File: src/design/uca_pkg.sv
// uca_pkg: register map, field positions, reset values and frame counts
// assumes an APB slave with byte addresses and a 40 MHz clk
// What this block does
// 8-bit async with filter on: receive-done needs valid stop and address hit
// 9-bit modes with filter on: receive-done needs ninth bit one and address hit
// invalid stop bit at frame end sets the frame error flag
// frame error flag survives later good frames; only a software write clears it
// control bit 7 shows frame error when error view is 1, else mode bit zero
// frame error is set on a bad stop bit whatever the error view select
// mode bits pick shift register, 8-bit UART, fixed or variable 9-bit UART
// in shift mode the shift clock idles at the inverse of filter enable
// transmit-done rises after 8th bit in shift mode, at stop start otherwise
// receive-done rises mid stop bit in async modes, after 8th bit in shift mode
// 9-bit frame is start, eight data LSB first, ninth bit, stop: 11 bits
// async reception starts on a start bit only while receive enable is 1
// with error view 0, bit 7 writes touch mode bit zero, not frame error
package uca_pkg;
  // byte addresses on the APB
  localparam logic [7:0] OFS_CTRL = 8'h98;
  localparam logic [7:0] OFS_AUX = 8'h9C;
  localparam logic [7:0] OFS_DATA = 8'hA0;
  localparam logic [7:0] OFS_ADDR = 8'hA4;
  // serial_port_control fields
  localparam int CTL_M0_FE = 7;
  localparam int CTL_M1 = 6;
  localparam int CTL_AFE = 5;
  localparam int CTL_RXEN = 4;
  localparam int CTL_TX9 = 3;
  localparam int CTL_RX9 = 2;
  localparam int CTL_TXDONE = 1;
  localparam int CTL_RXDONE = 0;
  // aux fields
  localparam int AUX_EVS = 0;
  localparam int AUX_DBL = 1;
  localparam logic [7:0] CTRL_RST = 8'h00;
  localparam logic [1:0] AUX_RST = 2'h0;
  localparam logic [7:0] GIVEN_RST = 8'h00;
  localparam logic [7:0] BCAST_RST = 8'hFF;
  // mode encodings
  localparam logic [1:0] MODE_SHIFT = 2'h0;
  localparam logic [1:0] MODE_UART8 = 2'h1;
  localparam logic [1:0] MODE_UART9_FIX = 2'h2;
  localparam logic [1:0] MODE_UART9_VAR = 2'h3;
  // sixteen ticks per async bit, sampled at the middle
  localparam logic [3:0] TICK_LAST = 4'hF;
  localparam logic [3:0] TICK_MID = 4'h7;
  // last bit index of a frame: shift 8 bits, 10-bit and 11-bit frames
  localparam logic [3:0] M0_LAST = 4'h7;
  localparam logic [3:0] LAST8 = 4'h9;
  localparam logic [3:0] LAST9 = 4'hA;
endpackage

File: src/design/uca_tick_gen.sv
// uca_tick_gen: rate tick for both serial engines
// assumes timer_ovf is a one-cycle pulse from an outside timer
`timescale 1ns/100ps
module uca_tick_gen (
  // clock and reset
  input wire logic clk,
  input wire logic sys_rst,
  // rate selection
  input wire logic use_timer,
  input wire logic timer_ovf,
  input wire logic speed_double,
  // tick out
  output logic tick
);
  logic half;
  wire src = use_timer ? timer_ovf : 1'b1;

  // undoubled rate halves the source; gives osc/4 or timer/4 in shift mode, osc/32 or timer/32 async
  assign tick = src & (speed_double | half);

  always_ff @(posedge clk) begin
    if (sys_rst) begin
      half <= 1'b0;
    end else if (src) begin
      half <= ~half;
    end
  end
endmodule

File: src/design/uca_serial_ctrl.sv
// uca_serial_ctrl: serial port control, address filter and frame engines
// assumes an APB master on clk, synchronous inputs, timer_ovf from outside
//
// The implementer's own choice: the APB interface to the registers.
`timescale 1ns/100ps
module uca_serial_ctrl (
  // clock and reset
  input wire logic clk,
  input wire logic sys_rst,
  // apb slave
  input wire logic psel,
  input wire logic penable,
  input wire logic pwrite,
  input wire logic [7:0] paddr,
  input wire logic [31:0] pwdata,
  output logic [31:0] prdata,
  output logic pready,
  output logic pslverr,
  // rate source
  input wire logic timer_ovf,
  // serial pins
  input wire logic rxd_i,
  output logic rxd_o,
  output logic rxd_oe_n,
  output logic txd
);
  typedef enum logic [1:0] {RX_IDLE, RX_START, RX_DATA, RX_STOP} uca_rx_e;
  typedef enum logic [1:0] {TX_IDLE, TX_ASYNC, M0_ACT, M0_REST} uca_tx_e;

  uca_rx_e rx_st;
  uca_tx_e tx_st;
  logic mode0, mode1, afe, rx_en, tx9, rx9, tx_done, rx_done, fe;
  logic evs, dbl;
  logic [7:0] given, bcast, rx_buf;
  logic [3:0] rx_cnt, rx_bits, tx_cnt, tx_bits;
  logic [8:0] rx_sh;
  logic [10:0] tx_sh;
  logic m0_rx;
  logic tick;

  // bus decode
  wire acc = psel & penable;
  wire hit_ctrl = paddr == uca_pkg::OFS_CTRL;
  wire hit_aux = paddr == uca_pkg::OFS_AUX;
  wire hit_data = paddr == uca_pkg::OFS_DATA;
  wire hit_addr = paddr == uca_pkg::OFS_ADDR;
  wire hit_any = hit_ctrl | hit_aux | hit_data | hit_addr;
  wire ctrl_wr = acc & pwrite & hit_ctrl;
  wire aux_wr = acc & pwrite & hit_aux;
  wire data_wr = acc & pwrite & hit_data;
  wire addr_wr = acc & pwrite & hit_addr;
  assign pready = 1'b1;
  assign pslverr = acc & ~hit_any;

  // mode decode
  wire [1:0] mode = {mode0, mode1};
  wire m0 = mode == uca_pkg::MODE_SHIFT;
  wire nine = mode0;
  wire use_timer = m0 ? tx9 : (mode != uca_pkg::MODE_UART9_FIX);
  wire bit7_view = evs ? fe : mode0;
  wire [7:0] ctrl_rd = {bit7_view, mode1, afe, rx_en, tx9, rx9, tx_done, rx_done};
  wire [31:0] rd_mux = hit_ctrl ? {24'h000000, ctrl_rd} :
                       hit_aux ? {30'h0, dbl, evs} :
                       hit_data ? {24'h000000, rx_buf} :
                       hit_addr ? {16'h0000, bcast, given} : 32'h00000000;

  uca_tick_gen u_tick (
    .clk(clk),
    .sys_rst(sys_rst),
    .use_timer(use_timer),
    .timer_ovf(timer_ovf),
    .speed_double(dbl),
    .tick(tick)
  );

  // async receive decisions at the stop sample
  wire rx_ev = tick & (rx_st == RX_STOP) & (rx_cnt == uca_pkg::TICK_LAST);
  wire stop_ok = rxd_i;
  wire [7:0] byte_w = nine ? rx_sh[7:0] : rx_sh[8:1];
  wire ninth_w = nine ? rx_sh[8] : stop_ok;
  wire addr_hit = (byte_w == given) | (byte_w == bcast);
  wire rx_accept = ~afe | (nine ? (ninth_w & addr_hit) : (stop_ok & addr_hit));
  wire fe_set = rx_ev & ~stop_ok;
  wire [3:0] rx_last = nine ? uca_pkg::M0_LAST + 4'h1 : uca_pkg::M0_LAST;

  // shift mode and async transmit engine
  wire tx_idle = tx_st == TX_IDLE;
  wire m0_idle = m0 & tx_idle;
  wire m0_step = tick & (tx_st == M0_REST);
  wire m0_end = m0_step & (tx_bits == uca_pkg::M0_LAST);
  wire m0_rx_go = m0_idle & rx_en & ~rx_done & ~data_wr;
  wire [3:0] tx_last = nine ? uca_pkg::LAST9 : uca_pkg::LAST8;
  wire tx_step = tick & (tx_st == TX_ASYNC) & (tx_cnt == uca_pkg::TICK_LAST);
  wire tx_done_set = (tx_step & (tx_bits == tx_last - 4'h1)) | (m0_end & ~m0_rx);
  wire rx_done_set = (rx_ev & rx_accept) | (m0_end & m0_rx);
  wire [7:0] m0_byte = {rxd_i, tx_sh[7:1]};

  // control register next values; hardware set beats software clear
  wire next_tx_done = tx_done_set | (ctrl_wr ? pwdata[uca_pkg::CTL_TXDONE] : tx_done);
  wire next_rx_done = rx_done_set | (ctrl_wr ? pwdata[uca_pkg::CTL_RXDONE] : rx_done);
  wire next_fe = fe_set | ((ctrl_wr & evs) ? pwdata[uca_pkg::CTL_M0_FE] : fe);
  wire next_mode0 = (ctrl_wr & ~evs) ? pwdata[uca_pkg::CTL_M0_FE] : mode0;
  wire next_rx9 = (rx_ev & rx_accept) ? ninth_w : (ctrl_wr ? pwdata[uca_pkg::CTL_RX9] : rx9);
  wire next_txd = m0 ? (tx_st == M0_ACT ? afe : ~afe) : (tx_st == TX_ASYNC ? tx_sh[0] : 1'b1);
  wire next_oe_n = ~((tx_st == M0_ACT || tx_st == M0_REST) & ~m0_rx);

  always_ff @(posedge clk) begin
    if (sys_rst) begin
      {mode0, mode1, afe, rx_en, tx9, rx9, tx_done, rx_done} <= uca_pkg::CTRL_RST;
      fe <= 1'b0;
      {dbl, evs} <= uca_pkg::AUX_RST;
      given <= uca_pkg::GIVEN_RST;
      bcast <= uca_pkg::BCAST_RST;
    end else begin
      if (ctrl_wr) begin
        {mode1, afe, rx_en, tx9} <= pwdata[6:3];
      end
      mode0 <= next_mode0;
      rx9 <= next_rx9;
      tx_done <= next_tx_done;
      rx_done <= next_rx_done;
      fe <= next_fe;
      if (aux_wr) begin
        {dbl, evs} <= pwdata[1:0];
      end
      if (addr_wr) begin
        {bcast, given} <= pwdata[15:0];
      end
    end
  end

  // read data registered in the setup cycle, so the access phase is zero wait
  always_ff @(posedge clk) begin
    if (sys_rst) begin
      prdata <= 32'h00000000;
      rx_buf <= 8'h00;
      txd <= 1'b1;
      rxd_oe_n <= 1'b1;
    end else begin
      if (psel & ~penable & ~pwrite) begin
        prdata <= rd_mux;
      end
      if (rx_ev & rx_accept) begin
        rx_buf <= byte_w;
      end else if (m0_end & m0_rx) begin
        rx_buf <= m0_byte;
      end
      txd <= next_txd;
      rxd_oe_n <= next_oe_n;
    end
  end

  // async receiver; start bit is re-checked mid bit to reject glitches
  always_ff @(posedge clk) begin
    if (sys_rst) begin
      rx_st <= RX_IDLE;
      rx_cnt <= 4'h0;
      rx_bits <= 4'h0;
      rx_sh <= 9'h000;
    end else begin
      case (rx_st)
        RX_IDLE: begin
          rx_cnt <= 4'h0;
          if (~m0 & rx_en & ~rxd_i) begin
            rx_st <= RX_START;
          end
        end
        RX_START: if (tick) begin
          rx_cnt <= rx_cnt + 4'h1;
          if (rx_cnt == uca_pkg::TICK_MID) begin
            rx_cnt <= 4'h0;
            rx_bits <= 4'h0;
            rx_st <= rxd_i ? RX_IDLE : RX_DATA;
          end
        end
        RX_DATA: if (tick) begin
          rx_cnt <= rx_cnt + 4'h1;
          if (rx_cnt == uca_pkg::TICK_LAST) begin
            rx_sh <= {rxd_i, rx_sh[8:1]};
            rx_bits <= rx_bits + 4'h1;
            if (rx_bits == rx_last) begin
              rx_st <= RX_STOP;
            end
          end
        end
        RX_STOP: if (tick) begin
          rx_cnt <= rx_cnt + 4'h1;
          if (rx_ev) begin
            rx_st <= RX_IDLE;
          end
        end
        default: rx_st <= RX_IDLE;
      endcase
    end
  end

  // transmitter; in shift mode it also clocks reception, one bit per two ticks
  always_ff @(posedge clk) begin
    if (sys_rst) begin
      tx_st <= TX_IDLE;
      tx_cnt <= 4'h0;
      tx_bits <= 4'h0;
      tx_sh <= 11'h7FF;
      m0_rx <= 1'b0;
    end else begin
      case (tx_st)
        TX_IDLE: begin
          tx_cnt <= 4'h0;
          tx_bits <= 4'h0;
          if (data_wr) begin
            m0_rx <= 1'b0;
            tx_sh <= m0 ? {3'h7, pwdata[7:0]} :
                     nine ? {1'b1, tx9, pwdata[7:0], 1'b0} : {2'h3, pwdata[7:0], 1'b0};
            tx_st <= m0 ? M0_ACT : TX_ASYNC;
          end else if (m0_rx_go) begin
            m0_rx <= 1'b1;
            tx_st <= M0_ACT;
          end
        end
        TX_ASYNC: if (tick) begin
          tx_cnt <= tx_cnt + 4'h1;
          if (tx_step) begin
            tx_sh <= {1'b1, tx_sh[10:1]};
            tx_bits <= tx_bits + 4'h1;
            if (tx_bits == tx_last) begin
              tx_st <= TX_IDLE;
            end
          end
        end
        M0_ACT: if (tick) begin
          tx_st <= M0_REST;
        end
        M0_REST: if (tick) begin
          tx_sh <= {3'h7, m0_byte};
          tx_bits <= tx_bits + 4'h1;
          tx_st <= m0_end ? TX_IDLE : M0_ACT;
        end
        default: tx_st <= TX_IDLE;
      endcase
    end
  end

  assign rxd_o = tx_sh[0];
endmodule

File: config.mk
export PLATFORM = sky130hd
export DESIGN_NAME = uca_serial_ctrl
export DESIGN_NICKNAME = d
export VERILOG_FILES = /design/src/design/uca_pkg.sv /design/src/design/uca_tick_gen.sv /design/src/design/uca_serial_ctrl.sv
export SDC_FILE = /design/constraint.sdc
export NUM_CORES = 1
export LEC_CHECK = 0
export BUFFER_PORTS_ARGS = -buffer_cell sky130_fd_sc_hd__buf_2
export CORE_MARGIN = 10
export CORE_UTILIZATION = 59
export CTS_CLUSTER_DIAMETER = 80
export DETAILED_ROUTE_END_ITERATION = 7
export PLACE_DENSITY = 0.88
export SYNTH_ARGS = -nofsm -noshare
export SYNTH_HDL_FRONTEND = slang
export SYNTH_SLANG_ARGS = --single-unit
File: constraint.sdc
create_clock -name clk -period 5.5 [get_ports clk]
set_input_delay 0.825 -clock clk [delete_from_list [all_inputs] [get_ports clk]]
set_output_delay 0.825 -clock clk [all_outputs]
set_load 0.01 [all_outputs]
---- After elaboration in Yosys (flattened, before gate mapping) ----
Index checks and enable logic that the tools add are counted.
operators by class
  mux-type cells .......................... 66
  eq/ne operators ......................... 36
  $add $sub $neg .......................... 5
  bitwise logic cells ..................... 55
  reductions and logical operators ........ 20
operators with widths
  kind                   count
  $mux W16               4
  $mux W4                12
  $mux W11               4
  $mux W2                19
  $pmux W11 S3           1
  $and A1 B1 Y1          32
  $eq A8 B8 Y1 const B   4
  $ne A2 B2 Y1 const B   14
  $mux W8                3
  $pmux W4 S3            2
  $mux W10               2
  $add A4 B1 Y4 const B  4
  $eq A8 B8 Y1           2
  $pmux W2 S4            2
  $pmux W4 S2            2
  $mux W1                15
  $eq A4 B4 Y1           3
  $not A1 Y1             12
  $or A1 B1 Y1           11
  $reduce_and A5 Y1      2
  $reduce_bool A2 Y1     5
  $eq A2 B2 Y1 const B   4
  $eq A4 B3 Y1 const B   2
  $eq A4 B4 Y1 const B   2
  other kinds (13)       19
storage, ports and cells
  input bits .............................. 47
  flip-flop bits (word level) ............. 111
  word-level logic and storage cells ...... 209

---- Logic depth before layout (Yosys ltp) ----
Gate-level depths: netlist of run 1.
  word-level depth ........................ 9
  depth in mapped cells ................... 11

---- Hierarchy ----
A second synthesis of run 1 with hierarchy kept.
unflattened totals
  cells, all modules ...................... 587
  area total of the unflattened synthesis .. 4860.9 um2
by module, submodules not included
  module           times used  area each (um2)  cells an instance  sequential area each (um2)
  uca_serial_ctrl  1           4794.6           580                1861.8
  uca_tick_gen     1           66.3             7                  20.0

---- Least setup slack after synthesis of run 1 ----
No wires, ideal clock.
  path type ............................... input -> output
  from .................................... input port paddr[7]
  to ...................................... output port pslverr
  data required time ...................... 4.675 ns
  arrival ................................. 2.000 ns
  path slack .............................. 2.675 ns
  stages .................................. 6
  cell sequence ........................... nor2b_1 -> and3_1 -> and3_1 -> clkbuf_1 -> buf_1 -> nor4_1
between the ends
  longest elaborated chain between the ends .. 6
RTL lines
  item                                    RTL line                                      RTL
  start: declaration                      uca_serial_ctrl.sv:14                         input wire logic [7:0] paddr,
  $eq A8 B8 Y1, on equally long branches  uca_serial_ctrl.sv:43, uca_serial_ctrl.sv:44
  $or A1 B1 Y1 (2 in a row)               uca_serial_ctrl.sv:47                         wire hit_any = hit_ctrl | hit_aux | hit_data | hit_addr;
  $or A1 B1 Y1 *                          uca_serial_ctrl.sv:47
  $not A1 Y1 *                            uca_serial_ctrl.sv:53                         assign pslverr = acc & ~hit_any;
  $and A1 B1 Y1 *                         uca_serial_ctrl.sv:53
  end: declaration                        uca_serial_ctrl.sv:18                         output logic pslverr,
Every way passes the cells marked *; elsewhere a longest branch is shown, timed or not.

---- Worst setup path in the final report of run 1 ----
  from .................................... input port paddr[6]
  to ...................................... output port pslverr
Same word-level chain as after synthesis.

==> results of run 1 <==
area by class of cell:
type / instances / area (um^2)
sequential: 94 / 1882
inverter: 5 / 18.77
fill: 634 / 2691
timing repair buffer: 54 / 280.3
clock inverter: 7 / 56.30
multi-input combinational: 437 / 2628
tap: 102 / 127.6
clock buffer: 9 / 123.9
state kept, by name, indices dropped and copies added (netlist names), 2 cells and up, named ones only:
signal	count
tx_bits	4
rx_buf	8
rx_sh	9
tx_st	2
bcast	8
rx_cnt	4
tx_cnt	4
tx_sh	10
rx_bits	4
given	8
prdata	16
cell usage after synthesis, types with 3 or more instances:
cell type / number / area (um^2)
a222oi_1: 8 / 80.08
nor4_1: 4 / 25.02
nor3_1: 15 / 75.07
a211oi_1: 12 / 90.09
nor2_1: 57 / 214.0
o21ai_0: 15 / 75.07
xnor2_1: 15 / 131.4
dfxtp_1: 94 / 1882
xor2_1: 14 / 122.6
inv_1: 4 / 15.01
mux2_2: 5 / 56.30
a21oi_1: 49 / 245.2
buf_4: 18 / 135.1
a211o_1: 3 / 26.28
a31oi_1: 6 / 37.54
and2_1: 5 / 31.28
nand2b_1: 5 / 31.28
o22ai_1: 8 / 50.05
clkbuf_1: 31 / 116.4
buf_1: 3 / 11.26
ha_1: 4 / 50.05
nand3_1: 29 / 145.1
a21o_1: 3 / 22.52
a221oi_1: 3 / 26.28
nand4_1: 4 / 25.02
o211ai_1: 8 / 60.06
a22oi_1: 3 / 22.52
mux2i_1: 36 / 360.4
nand2_1: 78 / 292.8
buf_2: 7 / 35.03
nor2b_1: 5 / 31.28
and3_1: 4 / 25.02
path summary, 6_finish.rpt:
| check | from | endpoint | slack, ns | cells past startpoint |
|---|---|---|---|---|
| setup / recovery | paddr[6] | pslverr | 2.53 | 6 |
| hold / removal | prdata[10] | prdata[10] | 0.46 | 2 |
| setup reg to reg | mode0 | rx_buf[5] | 2.68 | 8 |
| hold reg to reg | prdata[10] | prdata[10] | 0.46 | 2 |
power by group:
group          switching, mW  internal, mW
Clock                  0.265         0.170
Combinational         0.0434        0.0185
Sequential           0.00217         0.684
Total                  0.310         0.872
logic make-up (layout without fill, tap and decap cells):
| family | count (synthesis) | in the layout | share of synthesized area (%) |
|---|---|---|---|
| XOR/XNOR | 29 | 29 | 5.296 |
| adder cells (fa/ha/maj) | 4 | 4 | 1.044 |
| multiplexers | 41 | 41 | 8.688 |
| other | 2 | 17 | 0.1566 |
| AO/OA/AOI/OAI | 125 | 125 | 16.70 |
| buffers and inverters | 67 | 75 | 7.383 |
| flip-flops | 94 | 94 | 39.24 |
| AND/OR/NAND/NOR | 221 | 221 | 21.50 |
routing by layer:
layer | share of wire (%) | up-vias
met1 | 41 | 2058
met5 | 0 | -
met4 | 2.2 | 0
met2 | 47 | 222
li1 | - | 2048
met3 | 9.3 | 25
stage by stage:
| step | total power, mW | std cells | instance area [um^2] | utilization [%] |
|---|---|---|---|---|
| 2_1_floorplan | 0.7453 | 598 | 4852 | - |
| 3_3_place_gp | 0.7599 | 692 | 4936 | 63.22 |
| 3_5_place_dp | 0.7617 | 692 | 4936 | 63.22 |
| 4_1_cts | 1.183 | 708 | 5116 | 65.53 |
| 5_1_grt | 1.213 | 708 | 5116 | 65.53 |
| 6_report | 1.182 | 708 | 5116 | 65.53 |
worst reg2reg max path, stage by stage, from the launching register on:
cell and delay, ns:
dfxtp_1 0.37, buf_4 0.37, mux2i_1 0.51, xnor2_1 0.19
nor4_1 0.07, o21ai_0 0.14, o41ai_2 0.18, a31oi_1 0.66
o22ai_1 0.18
==> impl_metrics.json, run 1 <==
{
  "clock_skew_ns": 0.009524,
  "drcViolationCount": 0,
  "hold_viol": 0,
  "ys_async_sr_fraction_pct": 0,
  "gp_congestion": 0.9334,
  "synthToLayoutAreaGrowth_pct": 6.679,
  "syn_inst": 583,
  "final_common_cell": "dfxtp_1",
  "cts_buffers": 9,
  "relSlewSlack_pct": 31.32,
  "powerDensity_nw_per_um2": 231.1,
  "synth_edf_count": 0,
  "grt_pass1_wl_um": 19960,
  "design.die.area_um2": 12140,
  "hp-class": "reg2reg",
  "cp_num_buf_inv": 2,
  "clkTransAtPathRegs_ns": 0.10,
  "io_buffers": 50,
  "antenna_left": 0,
  "status": "completed",
  "cp.required_ns": 4.68,
  "worstSetupPathType": "in2out",
  "slowest_stage": "and3_1",
  "die_h_um": 110.2,
  "wl_per_cell_um": 17.74,
  "grt_max_degree": 71,
  "worst_slack_ns": 2.527,
  "clock-sinks": 94,
  "synth_area_per_cell_um2": 8.226,
  "max_stage_delay_ns": 0.65,
  "layout.nets": 652,
  "fmax_ghz": 0.3363,
  "cts_resized": 0,
  "vias": 4353,
  "insertion_delay_ns": 0.37,
  "cp-start-kind": "input port",
  "period_needed_ns": 2.974,
  "cp_cell_sequence": "buf_2 > nor2b_1 > and3_1 > and3_1 > nor4_1 > buf_2",
  "period_share_pct": 54.06,
  "row_count": 32,
  "insertedDiodeCount": 0,
  "grt.overflow.total": 0,
  "synth_warnings": 0,
  "crit_arrival_ns": 2.15,
  "grt_pass1_vias": 4176,
  "clockBufferDepth": 2,
  "cp_top_family": "simple AND/OR/NAND/NOR gates",
  "ys_types": 54,
  "setup_violations": 0,
  "vias_per_cell": 6.148,
  "holdWs_ns": 0.4585,
  "use_met2_pct": 32.90,
  "grt_busiest_layer": "met2",
  "holdBufCountCts": 0,
  "tightest_slew_ns": 1.029,
  "root_buffer": "clkbuf_8",
  "cp-end-kind": "output port",
  "rsz0062_at_grt": "false",
  "syn_area_um2": 4796,
  "final_cell_mix": "94 x dfxtp_1, 78 x nand2_1, 57 x nor2_1",
  "maxCapViolations": 0,
  "drive_gt1_share_pct": 13.37,
  "first_pass_iters": 6,
  "cts_tree": "built",
  "die_w_um": 110.2,
  "gr-usage-met3_pct": 4.411,
  "h-tree-depth": 3,
  "power_leakage_nw": 1.940,
  "report.final.slew_viol_count": 0,
  "grt_use_met1_pct": 25.82,
  "postCtsSetupBuffers": 0,
  "track_usage_pct": 20.46,
  "antenna_found_initial": 0,
  "start_util_pct": 61.43,
  "cp_max_fo": 19,
  "drt_iter0_markers": 541,
  "synth-seq-cells": 94,
  "fin_tns_setup_ns": 0,
  "io_pins": 84,
  "core-area_um2": 7807,
  "drt-total-wl_um": 12560,
  "ys.flop_type": "dfxtp_1",
  "dp_slack_ns": 2.561,
  "dp_hpwl_um": 8865,
  "yosysSeqAreaShare_pct": 39.24,
  "peakVddDrop_uv": 245.6
}
Note: power is estimated with default switching activity, not from simulation.
==> inputs of run 2 (changes only) <==
CORE_UTILIZATION = 51   (was 59)
PLACE_DENSITY = 0.82   (was 0.88)
clock period = 2.56 ns   (was 5.5 ns; I/O delays follow)
==> impl_metrics.json, run 2 (same netlist as run 1, synthesis figures left out) <==
{
  "p_total_mw": 2.573,
  "place_inst": 714,
  "cts_tree": "built",
  "track_usage_pct": 18.05,
  "maxCapViolations": 0,
  "clockBufferDepth": 2,
  "gp_congestion": 0.8892,
  "drive_gt1_share_pct": 15.19,
  "power_leakage_nw": 2.014,
  "wl_per_cell_um": 16.93,
  "swShare_pct": 26.54,
  "fin_tns_setup_ns": 0,
  "io_pins": 84,
  "worstSetupPathType": "reg2reg",
  "cp_max_fo": 30,
  "postCtsSetupBuffers": 0,
  "antenna_left": 0,
  "h-tree-depth": 3,
  "hold_viol": 0,
  "clkPwrFrac_pct": 37.4,
  "seq_power_share_pct": 57.3,
  "final_cell_mix": "94 x dfxtp_1, 78 x nand2_1, 57 x nor2_1",
  "cp-start-kind": "register",
  "cp-end-kind": "register",
  "clkTransAtPathRegs_ns": 0.10,
  "core-area_um2": 9196,
  "cts_buffers": 9,
  "max_stage_delay_ns": 0.60,
  "die_h_um": 117.0,
  "first_pass_iters": 6,
  "cts_resized": 0,
  "internal-power_mw": 1.891,
  "p_sw_uw": 682.9,
  "peakVddDrop_uv": 357.8,
  "tightest_slew_ns": 0.7642,
  "status": "completed",
  "slowest_stage": "a31oi_1",
  "synthToLayoutAreaGrowth_pct": 9.340,
  "final_common_cell": "dfxtp_1",
  "crit_arrival_ns": 2.58,
  "pwr-share-comb_pct": 5.3,
  "die_w_um": 117.0,
  "report.final.slew_viol_count": 0,
  "setup_violations": 0,
  "period_share_pct": 92.18,
  "rsz0062_at_grt": "false",
  "cp.required_ns": 2.78,
  "dp_hpwl_um": 8984,
  "largestRegisters": "prdata x16, tx_sh x10, rx_sh x9",
  "fmax_ghz": 0.4238,
  "grt_pass1_vias": 4047,
  "root_buffer": "clkbuf_8",
  "drt_iter0_markers": 463,
  "io_buffers": 50,
  "final_cells": 730,
  "design.die.area_um2": 13680,
  "clock-sinks": 94,
  "vias_per_cell": 5.919,
  "largest_reg_flops": 16,
  "period_needed_ns": 2.360,
  "relSlewSlack_pct": 49.05,
  "holdBufCountCts": 0,
  "powerDensity_nw_per_um2": 490.8,
  "drcViolationCount": 0,
  "insertedDiodeCount": 0,
  "grt_pass1_wl_um": 19980,
  "cp_cell_sequence": "buf_12 > mux2i_1 > buf_4 > xnor2_1 > nor4_1 > o21ai_0 > o41ai_2 > a31oi_1 > o22ai_1",
  "grt_max_degree": 64,
  "grt.overflow.total": 0,
  "layout.nets": 665,
  "regMostFlops": "prdata",
  "hp-class": "in2reg",
  "drt-total-wl_um": 12360,
  "antenna_found_initial": 0,
  "row_count": 35,
  "insertion_delay_ns": 0.37,
  "clock_skew_ns": 0.01081,
  "start_util_pct": 52.15,
  "vias": 4321
}
==> run 2: per-layer routing <==
layer / routed length, um / share of wire (%) / global-route usage (%) / vias up
met2: 5778 / 47 / 29.10 / 194
met5: 0 / 0 / 0 / -
li1: - / - / - / 2080
met3: 861 / 7.0 / 2.192 / 18
met4: 227 / 1.8 / 7.578 / 0
met1: 5489 / 44 / 23.88 / 2029
==> run 2: power groups by stage <==
stage	Clock [mW]	Combinational, mW	Sequential [mW]
4_1_cts	0.969	0.134	1.47
6_report	0.963	0.137	1.47
5_1_grt	1.03	0.150	1.47
2_1_floorplan	0	0.0917	1.51
3_3_place_gp	0	0.131	1.51
3_5_place_dp	0	0.134	1.51
==> run 2: worst max-delay path: cells and delay by family (launching register included) <==
| family | cells | cell delay, ns |
|---|---|---|
| compound gates | 4 | 1.05 |
| flops | 1 | 0.41 |
| buf+inv | 2 | 0.37 |
| mux | 1 | 0.20 |
| xor+xnor | 1 | 0.11 |
| simple gates | 1 | 0.07 |
==> run 2: final timing paths <==
| check | start | to | slack, ns | cells past startpoint |
|---|---|---|---|---|
| max | mode0 | rx_buf[6] | 0.20 | 9 |
| min reg2reg | prdata[14] | prdata[14] | 0.46 | 2 |
| min | pwdata[9] | bcast[1] | 0.23 | 3 |
| max reg2reg | mode0 | rx_buf[6] | 0.20 | 9 |
==> run 2: area by class of cell <==
cell class,instances,area [um^2]
Multi-Input combinational cell,437,2628
Timing Repair Buffer,67,390.4
Tap cell,111,138.9
Inverter,5,18.77
Fill cell,797,3953
Sequential cell,94,1882
Clock buffer,9,123.9
Clock inverter,7,62.56
==> run 2: stage by stage <==
stage	setup WS [ns]	cell area (um^2)	utilization, %	hold WS [ns]
after floorplan	0.5156	4852	-	0.4289
after detailed placement	0.2663	5057	54.99	0.4436
after global routing	0.02950	5244	57.02	0.2314
final	0.2001	5244	57.02	0.2250
after global placement	0.3024	5057	54.99	0.4385
after CTS	0.2520	5244	57.02	0.2168
